[src/hdl/accel_pkg.sv]
// Purpose: Shared constants and types for the checksum and CRC accelerator
// Assumes: APB slave, 32-bit data, one register per aligned word
// Notes:   Printed offsets are register indices; byte address is four times the index
`default_nettype none

package accel_pkg;

  // ****************************************************************
  // Register map
  // ****************************************************************
  localparam logic [31:0] CFG_INDEX   = 32'h0000a078;
  localparam logic [31:0] DATA0_INDEX = 32'h0000a07c;
  localparam logic [31:0] DATA1_INDEX = 32'h0000a07d;
  localparam logic [31:0] DATA2_INDEX = 32'h0000a07e;
  localparam logic [31:0] DATA3_INDEX = 32'h0000a07f;
  localparam logic [31:0] ADDR_CFG    = CFG_INDEX * 32'h4;
  localparam logic [31:0] ADDR_DATA0  = DATA0_INDEX * 32'h4;
  localparam logic [31:0] ADDR_DATA1  = DATA1_INDEX * 32'h4;
  localparam logic [31:0] ADDR_DATA2  = DATA2_INDEX * 32'h4;
  localparam logic [31:0] ADDR_DATA3  = DATA3_INDEX * 32'h4;

  // ****************************************************************
  // Configuration fields and reset values
  // ****************************************************************
  localparam int          BUSY_BIT  = 0;
  localparam logic [7:0]  CFG_RESET = 8'h00;
  localparam logic [31:0] DATA_RESET = 32'h00000000;

  localparam logic [2:0] MODE_OFF   = 3'h0;
  localparam logic [2:0] MODE_CHK8  = 3'h1;
  localparam logic [2:0] MODE_CHK32 = 3'h2;
  localparam logic [2:0] MODE_CRC16A = 3'h3;
  localparam logic [2:0] MODE_CRC16B = 3'h4;
  localparam logic [2:0] MODE_CRC32 = 3'h5;
  localparam logic [2:0] MODE_RSVD  = 3'h6;
  localparam logic [2:0] MODE_CLEAR = 3'h7;

  localparam logic [1:0] WIDTH_8  = 2'h0;
  localparam logic [1:0] WIDTH_16 = 2'h1;
  localparam logic [1:0] WIDTH_24 = 2'h2;
  localparam logic [1:0] WIDTH_32 = 2'h3;

  // ****************************************************************
  // Polynomials and default seeds
  // ****************************************************************
  localparam logic [31:0] POLY_CRC16A = 32'h00008005;
  localparam logic [31:0] POLY_CRC16B = 32'h00001021;
  localparam logic [31:0] POLY_CRC32  = 32'h04c11db7;
  localparam logic [31:0] SEED_CHK    = 32'h00000000;
  localparam logic [31:0] SEED_CRC16  = 32'h0000ffff;
  localparam logic [31:0] SEED_CRC32  = 32'hffffffff;
  localparam logic [31:0] MASK_8      = 32'h000000ff;
  localparam logic [31:0] MASK_16     = 32'h0000ffff;
  localparam logic [31:0] MASK_32     = 32'hffffffff;

  localparam int FIFO_DEPTH = 2;

  // ****************************************************************
  // Types
  // ****************************************************************
  typedef struct packed {
    logic [1:0] width;          // Input width select
    logic       reverse;        // Mirror input bits
    logic       carry_discard;  // Drop checksum carry
    logic       seed;           // Data writes load seed
    logic [2:0] mode;           // Calculation mode
  } cfg_t;

  typedef struct packed {
    logic [31:0] word;          // Internal input word
    logic [1:0]  last_idx;      // Index of last byte
    logic        seed;          // Entry is a seed load
  } job_t;

  typedef enum logic [2:0] {
    SEL_NONE,
    SEL_CFG,
    SEL_D0,
    SEL_D1,
    SEL_D2,
    SEL_D3
  } sel_t;

endpackage : accel_pkg

`default_nettype wire

[src/hdl/checksum_crc_accelerator.sv]
// Purpose: Checksum and CRC accelerator behind an APB slave
// Assumes: One clock pclk at 20 MHz, asynchronous active-low reset presetn
// Notes:   A two-entry job buffer sits between data entry and the byte engine
//          A lowest-byte write to a full buffer waits with pready low, no word is lost
//          Data reads show the calculation state, not the bytes last written
//          Mode is taken per byte as it is processed; change it only while idle
//          Mode 000 and the reserved code drain queued jobs without computing
//          Clear flushes queued jobs, the carry and the state in one cycle
//          Read data and error are captured in the setup cycle of a transfer
//          Low clock enable holds every flop and forces pready low
//
// Design decision made here: register access over APB.
`default_nettype none

module checksum_crc_accelerator (
  input  wire logic        pclk,     // System clock
  input  wire logic        presetn,  // Async reset, active low
  input  wire logic        ce,       // Clock enable, freezes all state
  input  wire logic        psel,     // APB select
  input  wire logic        penable,  // APB enable
  input  wire logic        pwrite,   // APB direction
  input  wire logic [31:0] paddr,    // APB byte address
  input  wire logic [31:0] pwdata,   // APB write data
  input  wire logic [3:0]  pstrb,    // APB write strobes
  output logic      [31:0] prdata,   // APB read data
  output logic             pready,   // APB ready
  output logic             pslverr   // APB error on unmapped address
);

  // ****************************************************************
  // Functions
  // ****************************************************************
  // Address decode, used at setup and at access
  // An unmapped address gives SEL_NONE and so the error answer
  function automatic accel_pkg::sel_t decode(input logic [31:0] a);
    accel_pkg::sel_t s;
    s = accel_pkg::SEL_NONE;
    if (a == accel_pkg::ADDR_CFG) s = accel_pkg::SEL_CFG;
    if (a == accel_pkg::ADDR_DATA0) s = accel_pkg::SEL_D0;
    if (a == accel_pkg::ADDR_DATA1) s = accel_pkg::SEL_D1;
    if (a == accel_pkg::ADDR_DATA2) s = accel_pkg::SEL_D2;
    if (a == accel_pkg::ADDR_DATA3) s = accel_pkg::SEL_D3;
    return s;
  endfunction : decode

  // Mirror the low width bits of a word
  // Bits above the selected width stay zero
  function automatic logic [31:0] mirror(input logic [31:0] d, input logic [1:0] w);
    logic [31:0] r;
    r = 32'h00000000;
    for (int i = 0; i < 32; i++) begin
      if (i <= 8 * int'(w) + 7) begin
        r[i] = d[8 * int'(w) + 7 - i];
      end
    end
    return r;
  endfunction : mirror

  // Mask to the result width of a mode
  // Seeds are cut to it so stale upper bits never show
  function automatic logic [31:0] mode_mask(input logic [2:0] m);
    logic [31:0] r;
    r = accel_pkg::MASK_32;
    if (m == accel_pkg::MODE_CHK8) r = accel_pkg::MASK_8;
    if (m == accel_pkg::MODE_CRC16A || m == accel_pkg::MODE_CRC16B) r = accel_pkg::MASK_16;
    return r;
  endfunction : mode_mask

  // One byte through the CRC, input bit 0 first, no inversion
  // The 16-bit modes feed back from bit 15 and keep the upper half clear
  function automatic logic [31:0] crc_byte(input logic [31:0] c, input logic [7:0] d,
                                           input logic is32, input logic [31:0] poly);
    logic [31:0] r;
    logic        fb;
    r = c;
    for (int i = 0; i < 8; i++) begin
      fb = (is32 ? r[31] : r[15]) ^ d[i];
      r  = {r[30:0], 1'b0} ^ (fb ? poly : 32'h00000000);
      if (!is32) r[31:16] = 16'h0000;
    end
    return r;
  endfunction : crc_byte

  // ****************************************************************
  // Registers and wires
  // ****************************************************************
  // Stored configuration, input lanes and calculation state
  accel_pkg::cfg_t cfg_ff;
  logic [31:0]     in_ff;
  logic [31:0]     state_ff;
  logic            carry_ff;
  logic [1:0]      byte_idx_ff;

  // Job buffer storage and its pointers
  accel_pkg::job_t fifo_mem [accel_pkg::FIFO_DEPTH];
  logic            wr_ptr_ff;
  logic            rd_ptr_ff;
  logic [1:0]      count_ff;

  // Bus answer registers
  logic [31:0]     rdata_ff;
  logic            slverr_ff;

  // Bus decode and buffer handshake
  accel_pkg::sel_t sel_setup;
  accel_pkg::sel_t sel_acc;
  logic            access;
  logic            wr_take;
  logic            clear_cmd;
  logic            push_valid;
  logic            push_ready;
  logic            pop_valid;
  logic            pop_ready;

  // Engine side of the buffer
  accel_pkg::job_t head;
  accel_pkg::job_t push_job;
  logic [31:0]     entry_word;
  logic [7:0]      cur_byte;
  logic            last_byte;
  logic            busy;

  // Next state of the engine
  logic [31:0]     nxt_state;
  logic            nxt_carry;
  logic [32:0]     sum32;
  logic [8:0]      sum8;

  // ****************************************************************
  // APB decode and handshake
  // ****************************************************************
  // Decode, ready stalls a lowest-byte write while the buffer is full
  // Only byte lane 0 carries data; other strobes leave registers alone
  assign sel_setup  = decode(paddr);
  assign sel_acc    = decode(paddr);
  assign access     = psel && penable;
  assign push_valid = access && pwrite && pstrb[0] && (sel_acc == accel_pkg::SEL_D0);
  assign pready     = ce && !(push_valid && !push_ready);
  assign wr_take    = access && pwrite && pready;
  assign prdata     = rdata_ff;
  assign pslverr    = slverr_ff && access;
  assign clear_cmd  = wr_take && pstrb[0] && (sel_acc == accel_pkg::SEL_CFG)
                      && (pwdata[2:0] == accel_pkg::MODE_CLEAR);

  // Read data and error are captured in the setup cycle
  // Capturing early keeps prdata steady through any wait state
  always_ff @(posedge pclk or negedge presetn) begin
    if (!presetn) begin
      rdata_ff  <= 32'h00000000;
      slverr_ff <= 1'b0;
    end else if (ce && psel && !penable) begin
      slverr_ff <= (sel_setup == accel_pkg::SEL_NONE);
      rdata_ff  <= 32'h00000000;
      unique case (sel_setup)
        accel_pkg::SEL_CFG: rdata_ff <= {24'h000000, cfg_ff[7:3], 2'b00, busy};
        accel_pkg::SEL_D0:  rdata_ff <= {24'h000000, state_ff[7:0]};
        accel_pkg::SEL_D1:  rdata_ff <= {24'h000000, state_ff[15:8]};
        accel_pkg::SEL_D2:  rdata_ff <= {24'h000000, state_ff[23:16]};
        accel_pkg::SEL_D3:  rdata_ff <= {24'h000000, state_ff[31:24]};
        accel_pkg::SEL_NONE: rdata_ff <= 32'h00000000;
      endcase
    end
  end

  // ****************************************************************
  // Configuration register
  // ****************************************************************
  // Mode 111 clears state and pending jobs, previous mode is kept
  // Bits 7:3 are stored on every write, the clear code included
  always_ff @(posedge pclk or negedge presetn) begin
    if (!presetn) begin
      cfg_ff <= accel_pkg::cfg_t'(accel_pkg::CFG_RESET);
    end else if (ce && wr_take && pstrb[0] && sel_acc == accel_pkg::SEL_CFG) begin
      cfg_ff[7:3] <= pwdata[7:3];
      if (pwdata[2:0] != accel_pkg::MODE_CLEAR) begin
        cfg_ff.mode <= pwdata[2:0];
      end
    end
  end

  // ****************************************************************
  // Input holding register
  // ****************************************************************
  // Bytes land in their own lanes of the entry word
  // Upper lanes are kept, so a narrow word may reuse them
  always_ff @(posedge pclk or negedge presetn) begin
    if (!presetn) begin
      in_ff <= accel_pkg::DATA_RESET;
    end else if (ce && wr_take && pstrb[0]) begin
      if (sel_acc == accel_pkg::SEL_D0) in_ff[7:0]   <= pwdata[7:0];
      if (sel_acc == accel_pkg::SEL_D1) in_ff[15:8]  <= pwdata[7:0];
      if (sel_acc == accel_pkg::SEL_D2) in_ff[23:16] <= pwdata[7:0];
      if (sel_acc == accel_pkg::SEL_D3) in_ff[31:24] <= pwdata[7:0];
    end
  end

  // Lowest byte completes the word; seeds skip the mirror
  // Bytes above the selected width are masked before mirroring
  always_comb begin
    entry_word = {in_ff[31:8], pwdata[7:0]};
    unique case (cfg_ff.width)
      accel_pkg::WIDTH_8:  entry_word = entry_word & accel_pkg::MASK_8;
      accel_pkg::WIDTH_16: entry_word = entry_word & accel_pkg::MASK_16;
      accel_pkg::WIDTH_24: entry_word = entry_word & 32'h00ffffff;
      accel_pkg::WIDTH_32: entry_word = entry_word;
    endcase
    push_job.seed     = cfg_ff.seed;
    push_job.last_idx = cfg_ff.width;
    if (cfg_ff.seed) begin
      push_job.word = {in_ff[31:8], pwdata[7:0]};
    end else if (cfg_ff.reverse) begin
      push_job.word = mirror(entry_word, cfg_ff.width);
    end else begin
      push_job.word = entry_word;
    end
  end

  // ****************************************************************
  // Two-entry job buffer
  // ****************************************************************
  // Full and empty come straight from the entry count
  assign push_ready = (count_ff != 2'(accel_pkg::FIFO_DEPTH));
  assign pop_valid  = (count_ff != 2'h0);
  assign head       = fifo_mem[rd_ptr_ff];
  assign busy       = pop_valid;

  // Clear flushes pending jobs along with the state
  // A push and a pop in one cycle leave the count unchanged
  always_ff @(posedge pclk or negedge presetn) begin
    if (!presetn) begin
      wr_ptr_ff   <= 1'b0;
      rd_ptr_ff   <= 1'b0;
      count_ff    <= 2'h0;
      fifo_mem[0] <= '0;
      fifo_mem[1] <= '0;
    end else if (ce) begin
      if (clear_cmd) begin
        wr_ptr_ff <= 1'b0;
        rd_ptr_ff <= 1'b0;
        count_ff  <= 2'h0;
      end else begin
        if (push_valid && push_ready && wr_take) begin
          fifo_mem[wr_ptr_ff] <= push_job;
          wr_ptr_ff           <= !wr_ptr_ff;
        end
        if (pop_valid && pop_ready) begin
          rd_ptr_ff <= !rd_ptr_ff;
        end
        count_ff <= count_ff + 2'(push_valid && push_ready && wr_take) - 2'(pop_valid && pop_ready);
      end
    end
  end

  // ****************************************************************
  // Byte engine
  // ****************************************************************
  // Byte under work and end of the current job
  assign cur_byte  = head.word[8 * byte_idx_ff +: 8];
  assign last_byte = (byte_idx_ff == head.last_idx);
  assign pop_ready = head.seed || last_byte || (cfg_ff.mode == accel_pkg::MODE_OFF)
                     || (cfg_ff.mode == accel_pkg::MODE_RSVD) || (cfg_ff.mode == accel_pkg::MODE_CLEAR);

  // Next state for the byte at the head of the buffer
  // Off, reserved and clear codes leave the state as it is
  always_comb begin
    nxt_state = state_ff;
    nxt_carry = carry_ff;
    sum8      = 9'h000;
    sum32     = 33'h000000000;
    unique case (cfg_ff.mode)
      accel_pkg::MODE_CHK8: begin
        sum8      = {1'b0, state_ff[7:0]} + {1'b0, cur_byte}
                    + 9'(!cfg_ff.carry_discard && carry_ff);
        nxt_state = {24'h000000, sum8[7:0]};
        nxt_carry = sum8[8];
      end
      accel_pkg::MODE_CHK32: begin
        sum32     = {1'b0, state_ff} + {1'b0, 32'(cur_byte) << (8 * byte_idx_ff)}
                    + 33'(byte_idx_ff == 2'h0 && !cfg_ff.carry_discard && carry_ff);
        nxt_state = sum32[31:0];
        nxt_carry = (byte_idx_ff == 2'h0) ? sum32[32] : (carry_ff | sum32[32]);
      end
      accel_pkg::MODE_CRC16A: nxt_state = crc_byte(state_ff, cur_byte, 1'b0, accel_pkg::POLY_CRC16A);
      accel_pkg::MODE_CRC16B: nxt_state = crc_byte(state_ff, cur_byte, 1'b0, accel_pkg::POLY_CRC16B);
      accel_pkg::MODE_CRC32:  nxt_state = crc_byte(state_ff, cur_byte, 1'b1, accel_pkg::POLY_CRC32);
      default: nxt_state = state_ff;
    endcase
  end

  // Calculation state, one byte per enabled cycle
  // Off and reserved modes drop jobs without touching the state
  always_ff @(posedge pclk or negedge presetn) begin
    if (!presetn) begin
      state_ff    <= accel_pkg::SEED_CHK;
      carry_ff    <= 1'b0;
      byte_idx_ff <= 2'h0;
    end else if (ce) begin
      // Clear takes the default seed of the mode in effect
      if (clear_cmd) begin
        carry_ff    <= 1'b0;
        byte_idx_ff <= 2'h0;
        if (cfg_ff.mode == accel_pkg::MODE_CRC16A || cfg_ff.mode == accel_pkg::MODE_CRC16B) begin
          state_ff <= accel_pkg::SEED_CRC16;
        end else if (cfg_ff.mode == accel_pkg::MODE_CRC32) begin
          state_ff <= accel_pkg::SEED_CRC32;
        end else begin
          state_ff <= accel_pkg::SEED_CHK;
        end
      end else if (pop_valid) begin
        if (cfg_ff.mode == accel_pkg::MODE_OFF || cfg_ff.mode == accel_pkg::MODE_RSVD) begin
          byte_idx_ff <= 2'h0;
        // A seed replaces the state and the carry in one cycle
        end else if (head.seed) begin
          state_ff    <= head.word & mode_mask(cfg_ff.mode);
          carry_ff    <= 1'b0;
          byte_idx_ff <= 2'h0;
        end else begin
          state_ff    <= nxt_state;
          carry_ff    <= nxt_carry;
          byte_idx_ff <= last_byte ? 2'h0 : byte_idx_ff + 2'h1;
        end
      end
    end
  end

endmodule : checksum_crc_accelerator

`default_nettype wire

[config.mk]
export PLATFORM = sky130hd
export DESIGN_NAME = checksum_crc_accelerator
export DESIGN_NICKNAME = d
export VERILOG_FILES = /design/src/hdl/accel_pkg.sv /design/src/hdl/checksum_crc_accelerator.sv
export SDC_FILE = /design/constraint.sdc
export NUM_CORES = 1
export LEC_CHECK = 0
export BUFFER_PORTS_ARGS = -buffer_cell sky130_fd_sc_hd__buf_2
export CAP_MARGIN = 10
export CELL_PAD_IN_SITES_DETAIL_PLACEMENT = 1
export CELL_PAD_IN_SITES_GLOBAL_PLACEMENT = 1
export CORE_UTILIZATION = 44
export DETAILED_ROUTE_END_ITERATION = 16
export PLACE_DENSITY_LB_ADDON = 0.1
export SYNTH_ARGS = -nofsm -noshare
export SYNTH_HDL_FRONTEND = slang
export SYNTH_SLANG_ARGS = --single-unit
[constraint.sdc]
create_clock -name pclk -period 10.3 [get_ports pclk]
set_input_delay 1.545 -clock pclk [delete_from_list [all_inputs] [get_ports pclk]]
set_output_delay 1.545 -clock pclk [all_outputs]
set_load 0.1 [all_outputs]
== Word level (Yosys, flattened, before mapping) ==
Cells that the tools add are included.

* Flip-flop bits (word level): 174
* Bits in latches: 0
* Bits in writable memories: 0
* ROM bits: 0
* Bits of input ports: 74
* Output and inout bits: 34
* Logic and storage cells: 459
* Memories kept: 0

* $add $sub $neg: 39
* Multiply operators: 0
* Div/mod/pow operators: 0
* Magnitude comparators: 67
* Eq/ne operators: 25
* Shift operators: 2
* Multiplexer cells: 197
* Bitwise logic cells: 52
* Reduce and logical (&&, ||, !) cells: 55

{| class="wikitable"
|+ Operators by type and width
! cell !! count
|-
| $lt 32x7->1 const B || 31
|-
| $le 6x32->1 const A || 16
|-
| $mux 32 || 15
|-
| $sub 32x6->32 const B || 15
|-
| $le 5x32->1 const A || 8
|-
| $sub 32x5->32 const B || 8
|-
| $xor 32x27->32 || 8
|-
| $mux 27 || 8
|-
| $pmux 32 s6 || 1
|-
| $bmux 1 s5 || 32
|-
| $eq 32x18->1 const B || 5
|-
| $pmux 32 s5 || 1
|-
| $mux 35 || 4
|-
| $le 4x32->1 const A || 4
|-
| $mux 16 || 8
|-
| $pmux 32 s4 || 1
|-
| $sub 32x4->32 const B || 4
|-
| $xor 16x13->16 || 8
|-
| $xor 16x16->16 || 8
|-
| $mux 1 || 106
|-
| $mux 13 || 8
|-
| $bwmux 70 || 1
|-
| $le 3x32->1 const A || 2
|-
| $sub 32x3->32 const B || 2
|-
| other kinds (45) || 133
|}

== Logic depth before layout (Yosys ltp) ==
Gate-level depths: netlist of the first run.

* Depth in word-level cells: 34
* Gate-level depth with buffers: 19

== Worst setup path before layout of the first run ==
Ideal clock, no wire load.

* Path type: input port to output port
* From: input port paddr[5]
* To: output port pready
* Arrival time: 3765 ps
* Required time: 8755 ps
* Path slack: 4990 ps
* Cell stages on the path: 5
* Path through: and4_1 -> and4_1 -> and3_1 -> clkbuf_1 -> a21oi_1

* Word-level cells in the longest chain between the ends: 11

{| class="wikitable"
|+ RTL lines
! item !! RTL line !! text
|-
| from (decl) || checksum_crc_accelerator.sv:22 || <nowiki>input wire logic [31:0] paddr,</nowiki>
|-
| $eq 32x18->1 || checksum_crc_accelerator.sv:38 || <nowiki>if (a == accel_pkg::ADDR_CFG) s = accel_pkg::SEL_CFG;</nowiki>
|-
| $mux 1 || checksum_crc_accelerator.sv:38 ||
|-
| $mux 2 || checksum_crc_accelerator.sv:39 || <nowiki>if (a == accel_pkg::ADDR_DATA0) s = accel_pkg::SEL_D0;</nowiki>
|-
| $mux 2 || checksum_crc_accelerator.sv:40 || <nowiki>if (a == accel_pkg::ADDR_DATA1) s = accel_pkg::SEL_D1;</nowiki>
|-
| $mux 3 || checksum_crc_accelerator.sv:41 || <nowiki>if (a == accel_pkg::ADDR_DATA2) s = accel_pkg::SEL_D2;</nowiki>
|-
| $mux 3 * || checksum_crc_accelerator.sv:42 || <nowiki>if (a == accel_pkg::ADDR_DATA3) s = accel_pkg::SEL_D3;</nowiki>
|-
| $eq 3x2->1 * || checksum_crc_accelerator.sv:137 || <nowiki>assign push_valid = access && pwrite && pstrb[0] && (sel_acc == accel_pkg::SEL_D0);</nowiki>
|-
| $logic_and 1x1->1 * || checksum_crc_accelerator.sv:137 ||
|-
| $logic_and 1x1->1 * || checksum_crc_accelerator.sv:138 || <nowiki>assign pready = ce && !(push_valid && !push_ready);</nowiki>
|-
| $logic_not 1->1 * || checksum_crc_accelerator.sv:138 ||
|-
| $logic_and 1x1->1 * || checksum_crc_accelerator.sv:138 ||
|-
| to (decl) || checksum_crc_accelerator.sv:26 || <nowiki>output logic pready,</nowiki>
|}

Every way passes the cells marked *; elsewhere a longest branch is shown, timed or not.

== Final worst setup path of the first run ==
* From: register rd_ptr_ff
* To: register state_ff[27]

* Word-level cells in the longest chain between the ends: 22

{| class="wikitable"
|+ RTL lines
! item !! RTL line !! text
|-
| from (decl) || checksum_crc_accelerator.sv:97 || <nowiki>logic rd_ptr_ff;</nowiki>
|-
| from (signal assigned) || checksum_crc_accelerator.sv:247 || <nowiki>rd_ptr_ff <= !rd_ptr_ff;</nowiki>
|-
| $not 1->2 (implied by the code) * || checksum_crc_accelerator.sv:224 || <nowiki>assign head = fifo_mem[rd_ptr_ff];</nowiki>
|-
| $mux 35 (implied by the code) * (3 in a row) || checksum_crc_accelerator.sv:224 ||
|-
| branches (longest 18 deep; another with $add 32x32->33) || - ||
|-
| to (signal assigned) || checksum_crc_accelerator.sv:303 || <nowiki>state_ff <= accel_pkg::SEED_CRC16;</nowiki>
|-
| to (signal assigned) || checksum_crc_accelerator.sv:314 || <nowiki>state_ff <= head.word & mode_mask(cfg_ff.mode);</nowiki>
|-
| to (signal assigned) || checksum_crc_accelerator.sv:318 || <nowiki>state_ff <= nxt_state;</nowiki>
|-
| to (decl) || checksum_crc_accelerator.sv:90 || <nowiki>logic [31:0] state_ff;</nowiki>
|}

Every way passes the cells marked *. The select of a mux whose other input is x is not followed.
A chain may end at the register's enable or synchronous reset.

==> results, run 1 <==
- The worst-case register-to-register setup slack is 5270 ps.
- The final layout contains 1552 nets.
- TritonCTS built the clock tree.
- The final design instance area without fill is 13300 µm².
- The post-synthesis sequential area ratio is 30.6%.
- The fraction of the cycle the final worst path needs is 48.9%.
- The cell count after placement is 1781.
- The routability congestion estimate is 0.973.
- The starting DRC count in detailed routing is 876.
- For the final routed database, the setup TNS stands at 0 ps.
- The data arrival time of the critical path is 5420 ps.
- Setup repair after global routing left no endpoint under its margin.
- For this configuration, the core starts out at a cell density of 45.2%.
- In this run the worst setup path begins at rd_ptr_ff.
- The deepest level of the CTS H-tree is 4.
- Summed over all cells, the static leakage comes to 5.85 nW.
- The final layout contains routed wiring with a total length of 45400 µm.
- The placement row count is 60.
- The number of fill cells is 3183.
- The final critical delay including setup and external delays is 5030 ps.
- The post-synthesis instance area is 12200 µm².
- For this run, design rule violations remaining after detail routing come to 0.
- Input and output buffers added on the ports amount to 56.
- The total grt overflow is 0.
- The headroom to the max-slew limit is 33.6%.
- In the global route stage, overall resource usage came out at 32.6%.
- The die covers 28500 µm².
- The synthesized design devotes to its leading area cell type 30.6% of total area.
- The share of cells above drive strength 1 is 14.1%.
- Yosys attributes the largest share of cell area to sky130_fd_sc_hd__dfrtp_1 (31%), sky130_fd_sc_hd__o21ai_0 (5.4%), sky130_fd_sc_hd__xnor2_1 (5.4%).
- The async set-reset flop share out of synthesis is 100%.
- The maximum number of pins on one net before global-route repair is 81.
- Counting flops with a built-in enable in the synthesized netlist gives 0.
- The setup-violating endpoint count in the final report is 0.
- The insertion delay to the later sink of the worst-skew pair is 450 ps.
- The distinct cell type count after synthesis is 77.
- The endpoint identified for the worst register-to-register timing path is state_ff[27].
- 0 antenna diodes ended up in the layout.
- The placed cell area is 12700 µm².
- The number of failing hold endpoints at the final stage came to 0.
- In this design, the stage delay of the slowest critical-path cell is 890 ps.
- The worst-margin pin slew is 988 ps.
- The average wire per cell in the routed design is 25.1 µm.
- The cts-stage hold buffer count is 0.
- The number of synthesized register bits is 150.
- The maximum achievable frequency is 0.199 GHz.
- Clock skew on the completed layout was measured at 12.9 ps.
- The worst register-to-register path has a depth of 14.
- Relative to the synthesized area, the layout overhead comes to 8.64%.
- The capturing element type of the critical path is a flop.
- The vertical die dimension is 169 µm.
- The number of antenna violations at the first check in global routing is 0.
- For this design, the slowest cell found on the critical path is sky130_fd_sc_hd__o41ai_1.
- The floorplan step defined a core boundary enclosing 27100 µm².
- The non-filler instance count after layout is 1813.
- The count of boundary I/O pins is 108.
- The category of the worst setup path launch point is a flop.
- VDD sags by at most 0.110 mV.
- The worst hold path belongs to the class flop to flop.
- For the worst setup path, the data required time is 10690 ps.
- The top fanout value on the critical path is 37.
- The startpoint of the worst register-to-register path is rd_ptr_ff.
- Dividing the detail-routed via count by the number of cells gives 6.20.
- Walking the worst path, the cells encountered are buf_4 > mux2i_1 > nand2b_1 > inv_1 > ha_1 > a21o_1 > nand4_1 > a21oi_1 > o31ai_1 > o41a_1 > o41ai_1 > xnor2_1 > o32ai_1 > o221a_2.
- The number of setup buffers added after CTS is 0.
- The via count is 11.2k.
- sky130_fd_sc_hd__dfrtp_1 takes more of the synthesized area than any other cell.
- The quantity of gates resized following cts is 0.
- The length of the first detailed-routing pass in iterations is 5.
- The first-pass GRT wire length is 69100 µm.
- The tool flagged a number of max-cap violations equal to 0.
- The critical path class is flop to flop.
- The average instance in the mapped netlist occupies 8.67 µm².
- In this run the deepest clock path goes through 2 buffers.
- The via count of the first global-routing pass is 11.2k.
- The final max-slew violation count is 0.
- The HPWL reported at the end of detailed placement is 34000 µm.
- Clock tree synthesis inserted a total of 17 buffers.
- The total number of clock tree sinks is 150.
- After clock tree synthesis, the clock-pin slew on the worst setup and hold paths is 70 ps.
- The die extent in x is 169 µm.
- The cell count after synthesis is 1413.
- The end of the critical path is state_ff[27].
- The run finished with clean final reports.
- Dividing total power by cell area gives a power density of 98.6 nW/µm².
- The master cell of the clock root buffer is sky130_fd_sc_hd__clkbuf_16.
- The final antenna-violating net count is 0.
- The count of warnings emitted by yosys is 0.
- The predominant post-synthesis flop cell is sky130_fd_sc_hd__dfrtp_1.
## per-stage QoR
step	utilization [%]	hold WS (ps)	total power, W	setup WS, ps
6_report	49.1	478	0.00131	5270
5_1_grt	49.1	503	0.00134	4930
4_1_cts	49.1	485	0.00132	5240
3_5_place_dp	46.9	465	0.000682	5240
3_3_place_gp	46.9	458	0.000681	5370
2_1_floorplan	-	441	0.000660	4990
## layer usage
layer / global-route usage (%) / up-vias / share of wire (%)
met5: 0 / - / 0
met4: 14.6 / 0 / 4.1
met3: 5.26 / 105 / 6.4
met2: 52.4 / 400 / 47
met1: 43.2 / 5630 / 43
li1: - / 5106 / -
## Yosys cell counts, types with 29 or more instances
cell type	instances
sky130_fd_sc_hd__ha_1	46
sky130_fd_sc_hd__nor2_1	144
sky130_fd_sc_hd__a21oi_1	105
sky130_fd_sc_hd__dfrtp_1	150
sky130_fd_sc_hd__clkbuf_1	71
sky130_fd_sc_hd__inv_1	30
sky130_fd_sc_hd__mux2i_1	39
sky130_fd_sc_hd__o21ai_0	132
sky130_fd_sc_hd__nand2_1	151
sky130_fd_sc_hd__xnor2_1	75
sky130_fd_sc_hd__mux2_2	50
sky130_fd_sc_hd__a22oi_1	29
## kinds of logic after synthesis
family                     Yosys count  synth area share, %
DFF                                150                 30.6
other                                1               0.0306
and+or+nand+nor                    427                 15.6
muxes                              103                 10.4
AOI/OAI and AO/OA                  423                 21.5
xor gates and xnor gates           127                 11.5
buffers and inverters              132                 5.14
adders and majority gates           50                 5.35
## critical path, delay by kind of cell, from the launching register on
family	cells	cell delay, ps
muxes	1	640
AOI/OAI and AO/OA	7	2590
and+or+nand+nor	2	370
buffers and inverters	2	570
adders and majority gates	1	270
xor gates and xnor gates	1	190
DFF	1	340
## sequential cells by signal, indices dropped and copies added, names as in the netlist
name         cells
fifo_mem        70
state_ff        32
in_ff           24
cfg_ff           8
prdata           8
byte_idx_ff      2
count_ff         2
carry_ff         1
rd_ptr_ff        1
slverr_ff        1
wr_ptr_ff        1
## power breakdown
group          switching [W]  internal, W  leakage (nW)  total (W)
registers        0.000000319     0.000590          2.09   0.000590
clock network       0.000283     0.000358         0.284   0.000641
logic              0.0000699    0.0000112          3.48  0.0000811
## worst min path at each step
stage	from	end	slack, ps	depth (start not counted)
6_report	fifo_mem[25]	fifo_mem[25]	480	2
5_1_grt	fifo_mem[10]	fifo_mem[10]	500	2
4_1_cts	fifo_mem[25]	fifo_mem[25]	480	2
3_5_place_dp	fifo_mem[10]	fifo_mem[10]	470	2
3_3_place_gp	fifo_mem[34]	fifo_mem[34]	460	2
2_1_floorplan	slverr_ff	slverr_ff	440	2
## cells in the final DEF (no fill, tap or decap), drive strengths merged, types with 6 or more instances in the layout
cell type  instances
o211ai            13
nor4               7
mux2i             39
a22oi             29
and3              20
conb              24
o21ai            137
o22ai              8
nor2             145
a211o              6
xor2              30
or3                6
a31oi             16
xnor2             91
inv               36
a21o              22
nand2b            10
a21oi            105
nand3             27
o31ai              6
mux2              50
buf               74
a211oi            20
nor3              22
nand4              9
o221ai            13
dfrtp            150
ha                46
o21a               6
clkbuf            22
nand2            151
mux4              14
nor2b              9
## area by class of cell
class                   instances  area, µm²  share of cell area, %
flip-flops and latches        150       3750                   28.2
inverters                      31        116                  0.874
clock inverters                10        110                  0.827
clock buffers                  22        474                   3.56
well taps                     372        465                   3.50
multi-input cells            1154       7960                   59.8
repair buffers                 74        422                   3.17
Power figures use the tool's default switching activity.
==> run 2, diff against run 1 <==
==> constraint.sdc (replaced) <==
create_clock -name pclk -period 4.78 [get_ports pclk]
set_input_delay 0.717 -clock pclk [delete_from_list [all_inputs] [get_ports pclk]]
set_output_delay 0.717 -clock pclk [all_outputs]
set_load 0.1 [all_outputs]
==> run 2 against run 1 <==
Compared with the run above: via count grew 1.9%; critical path type unchanged; critical endpoint unchanged; global-route usage is 0.33 points higher; flip-flop and latch count did not move; largest cell class unchanged; sequential share of layout area fell by 0.44 points; die area did not move; first-iteration DRC count rose by 17%; fmax grew 22%.
==> results, run 2 (synthesized netlist as in run 1, its figures left out) <==
- The max-cap check violation count is 0.
- The antenna diode count is 0.
- The first routing iteration left 1028 violations.
- The number of failing hold endpoints at the final stage is 0.
- The vertical die dimension is 169 µm.
- STA classifies the critical path endpoint as a flop.
- The headroom to the max-slew limit is 18.5%.
- The worst hold path belongs to the class primary input to asynchronous set/reset pin.
- Summed over all layers, the routed wires come to 46000 µm.
- The flip-flop count of the largest register, all copies and words added is 70.
- IR analysis of the VDD net gives a maximum drop of 0.216 mV.
- The run finished with clean final reports.
- For this run, the top clock speed supported by timing is 0.242 GHz.
- The wire-length estimate of the detail-placed layout is 34700 µm.
- Setup slack on the worst reg-to-reg path comes out at 640 ps.
- The final max-slew violation count is 0.
- The endpoint of the lowest-slack register-to-register path is state_ff[27].
- The met3 global-route usage is 4.58%.
- The startpoint identified for the worst register-to-register timing path is rd_ptr_ff.
- The initial cell density of the core is 45.2%.
- In the routed design, unresolved DRC markers number 0.
- The deepest level of the CTS H-tree is 4.
- Data on the critical path is required at its endpoint by 5170 ps.
- The area overhead of the layout relative to synthesis is 10.4%.
- The maximum number of pins on one net before global-route repair is 85.
- At the pin with the least slew margin, the transition time is 1220 ps.
- The cell type of the slowest stage on the worst timing path is sky130_fd_sc_hd__mux2i_1.
- The most common cell after layout, fill and taps aside is sky130_fd_sc_hd__nand2_1.
- Global routing consumed, over all layers together, 32.9% of the routing resources.
- Across all layers, the routed design uses 11.5k vias.
- Using the TritonRoute via totals, the vias-per-cell ratio works out to 6.23.
- The fraction of the cycle the final worst path needs is 86.6%.
- The quantity of gates resized following cts is 0.
- The die covers 28500 µm².
- The maximum number of buffers from clock root to sink is 2.
- The most utilized layer in the global route result is met2.
- The clock tree from TritonCTS is done.
- The kind of cell with the highest combined delay on the critical path is compound AO/OA/AOI/OAI gates.
- The routability congestion estimate is 0.983.
- The tree built by TritonCTS fans out to 150 sinks.
- The first global-routing pass estimated 70000 µm of wire.
- The largest registers in the layout are fifo_mem: 70 flops, state_ff: 32 flops, in_ff: 24 flops.
- For this run, the post-layout net count is 1579.
- The leakage power is 5.97 nW.
- The final antenna-violating net count is 0.
- The cts-stage hold buffer count is 0.
- 108 I/O pins were placed.
- Setup violations remaining at the end of the flow were counted as 0.
- STA puts the critical path data arrival time at 4530 ps.
- After clock tree synthesis, the clock-pin slew on the worst setup and hold paths is 80 ps.
- The master cell of the clock root buffer is sky130_fd_sc_hd__clkbuf_16.
- The number of setup buffers added after CTS is 0.
- For this run, global-route usage on met2 was measured as 53.5%.
- The length of the first detailed-routing pass in iterations is 6.
- The insertion delay to the later sink of the worst-skew pair is 450 ps.
- The number of cells on the worst reg-to-reg path is 14.
- Of all nets on the critical path, the largest fanout is 12.
- The delay of the slowest cell on the worst path is 680 ps.
- The total grt overflow is 0.
- Dividing total power by cell area gives a power density of 206 nW/µm².
- The via count of the first global-routing pass is 11.4k.
- The core region is 27100 µm².
- In the layout the commonest cells are sky130_fd_sc_hd__nand2_1 (151), sky130_fd_sc_hd__dfrtp_1 (149), sky130_fd_sc_hd__nor2_1 (143).
- In the global route stage, met1 resource usage came out at 44.1%.
- The die extent in x is 169 µm.
- Dividing the detail-routed wire length by the instance count gives 25.0 µm.
- The number of antenna violations at the first check in global routing came to 0.
- Walking the worst path, the cells encountered are mux2i_1 > nor2_1 > ha_1 > a21o_1 > a21oi_1 > a21oi_1 > o31ai_1 > buf_4 > o41a_1 > o41ai_1 > buf_4 > xnor2_1 > o32ai_1 > o221a_2.
- The combined buffer and inverter count along the critical path is 2.
- The category of the worst setup path launch point is a flop.
- The largest register by flop count is fifo_mem.
- The power after layout is 0.00279 W.
- The setup total negative slack is 0 ps.
- The share of cells above drive strength 1 is 15.6%.
- The total clock buffers created by CTS is 17.
- Setup repair after global routing left no endpoint under its margin.
- By startpoint and endpoint, the worst setup path is classified as flop to flop.
- Subtracting the final worst setup slack from the clock period gives 4140 ps.
- The total of buffers placed on input and output ports is 56.
- Between clock sinks in the finished design, the worst skew comes to 21.6 ps.
- The placement row count is 60.
-- run 2: worst max-delay path by stage --
stage                              end  slack, ps  depth (start not counted)           start
after floorplan                 pready       1130                          5        paddr[5]
after global routing          carry_ff        260                         17  byte_idx_ff[0]
after detailed placement      carry_ff        660                         17  byte_idx_ff[0]
after global placement        carry_ff        700                         17  byte_idx_ff[0]
final                     state_ff[27]        640                         14       rd_ptr_ff
after CTS                 state_ff[30]        630                         15       rd_ptr_ff
-- run 2: final cells by class --
type / instances / area (µm²)
clock buffers: 20 / 437
clock inverters: 12 / 119
repair buffers: 101 / 662
multi-input cells: 1154 / 7960
well taps: 372 / 465
flip-flops and latches: 150 / 3750
fillers: 3232 / 13600
inverters: 31 / 116
-- run 2: worst register-to-register path, cell delays in order, from the launching register on --
cell and delay (ps):
sky130_fd_sc_hd__dfrtp_2 630, sky130_fd_sc_hd__mux2i_1 700, sky130_fd_sc_hd__nor2_1 100, sky130_fd_sc_hd__ha_1 390, sky130_fd_sc_hd__a21o_1 150, sky130_fd_sc_hd__a21oi_1 80
sky130_fd_sc_hd__a21oi_1 260, sky130_fd_sc_hd__o31ai_1 120, sky130_fd_sc_hd__buf_4 170, sky130_fd_sc_hd__o41a_1 360, sky130_fd_sc_hd__o41ai_1 350, sky130_fd_sc_hd__buf_4 190
sky130_fd_sc_hd__xnor2_1 90, sky130_fd_sc_hd__o32ai_1 270, sky130_fd_sc_hd__o221a_2 230
-- run 2: where the power goes --
part | internal [W] | switching (W) | total, W
logic | 0.0000252 | 0.000152 | 0.000177
clock network | 0.000726 | 0.000613 | 0.00134
registers | 0.00127 | 0.000000560 | 0.00127
-- run 2: routing by layer --
layer | share of wire, % | routed length [µm] | vias up
met5 | 0 | 0 | -
met4 | 4.0 | 1840 | 0
met3 | 5.6 | 2590 | 115
met2 | 47 | 21800 | 410
met1 | 43 | 19800 | 5779
li1 | - | - | 5154
-- run 2: metrics by stage --
stage | hold slack, ps | cells | utilization (%) | instance area [µm²] | setup WS (ps)
global placement | 457 | 1808 | 47.8 | 13000 | 700
CTS | 408 | 1840 | 49.9 | 13500 | 631
detailed placement | 467 | 1808 | 47.8 | 13000 | 662
floorplan | 421 | 1436 | - | 12300 | 1130
global route | 423 | 1840 | 49.9 | 13500 | 263
finish | 362 | 1840 | 49.9 | 13500 | 643
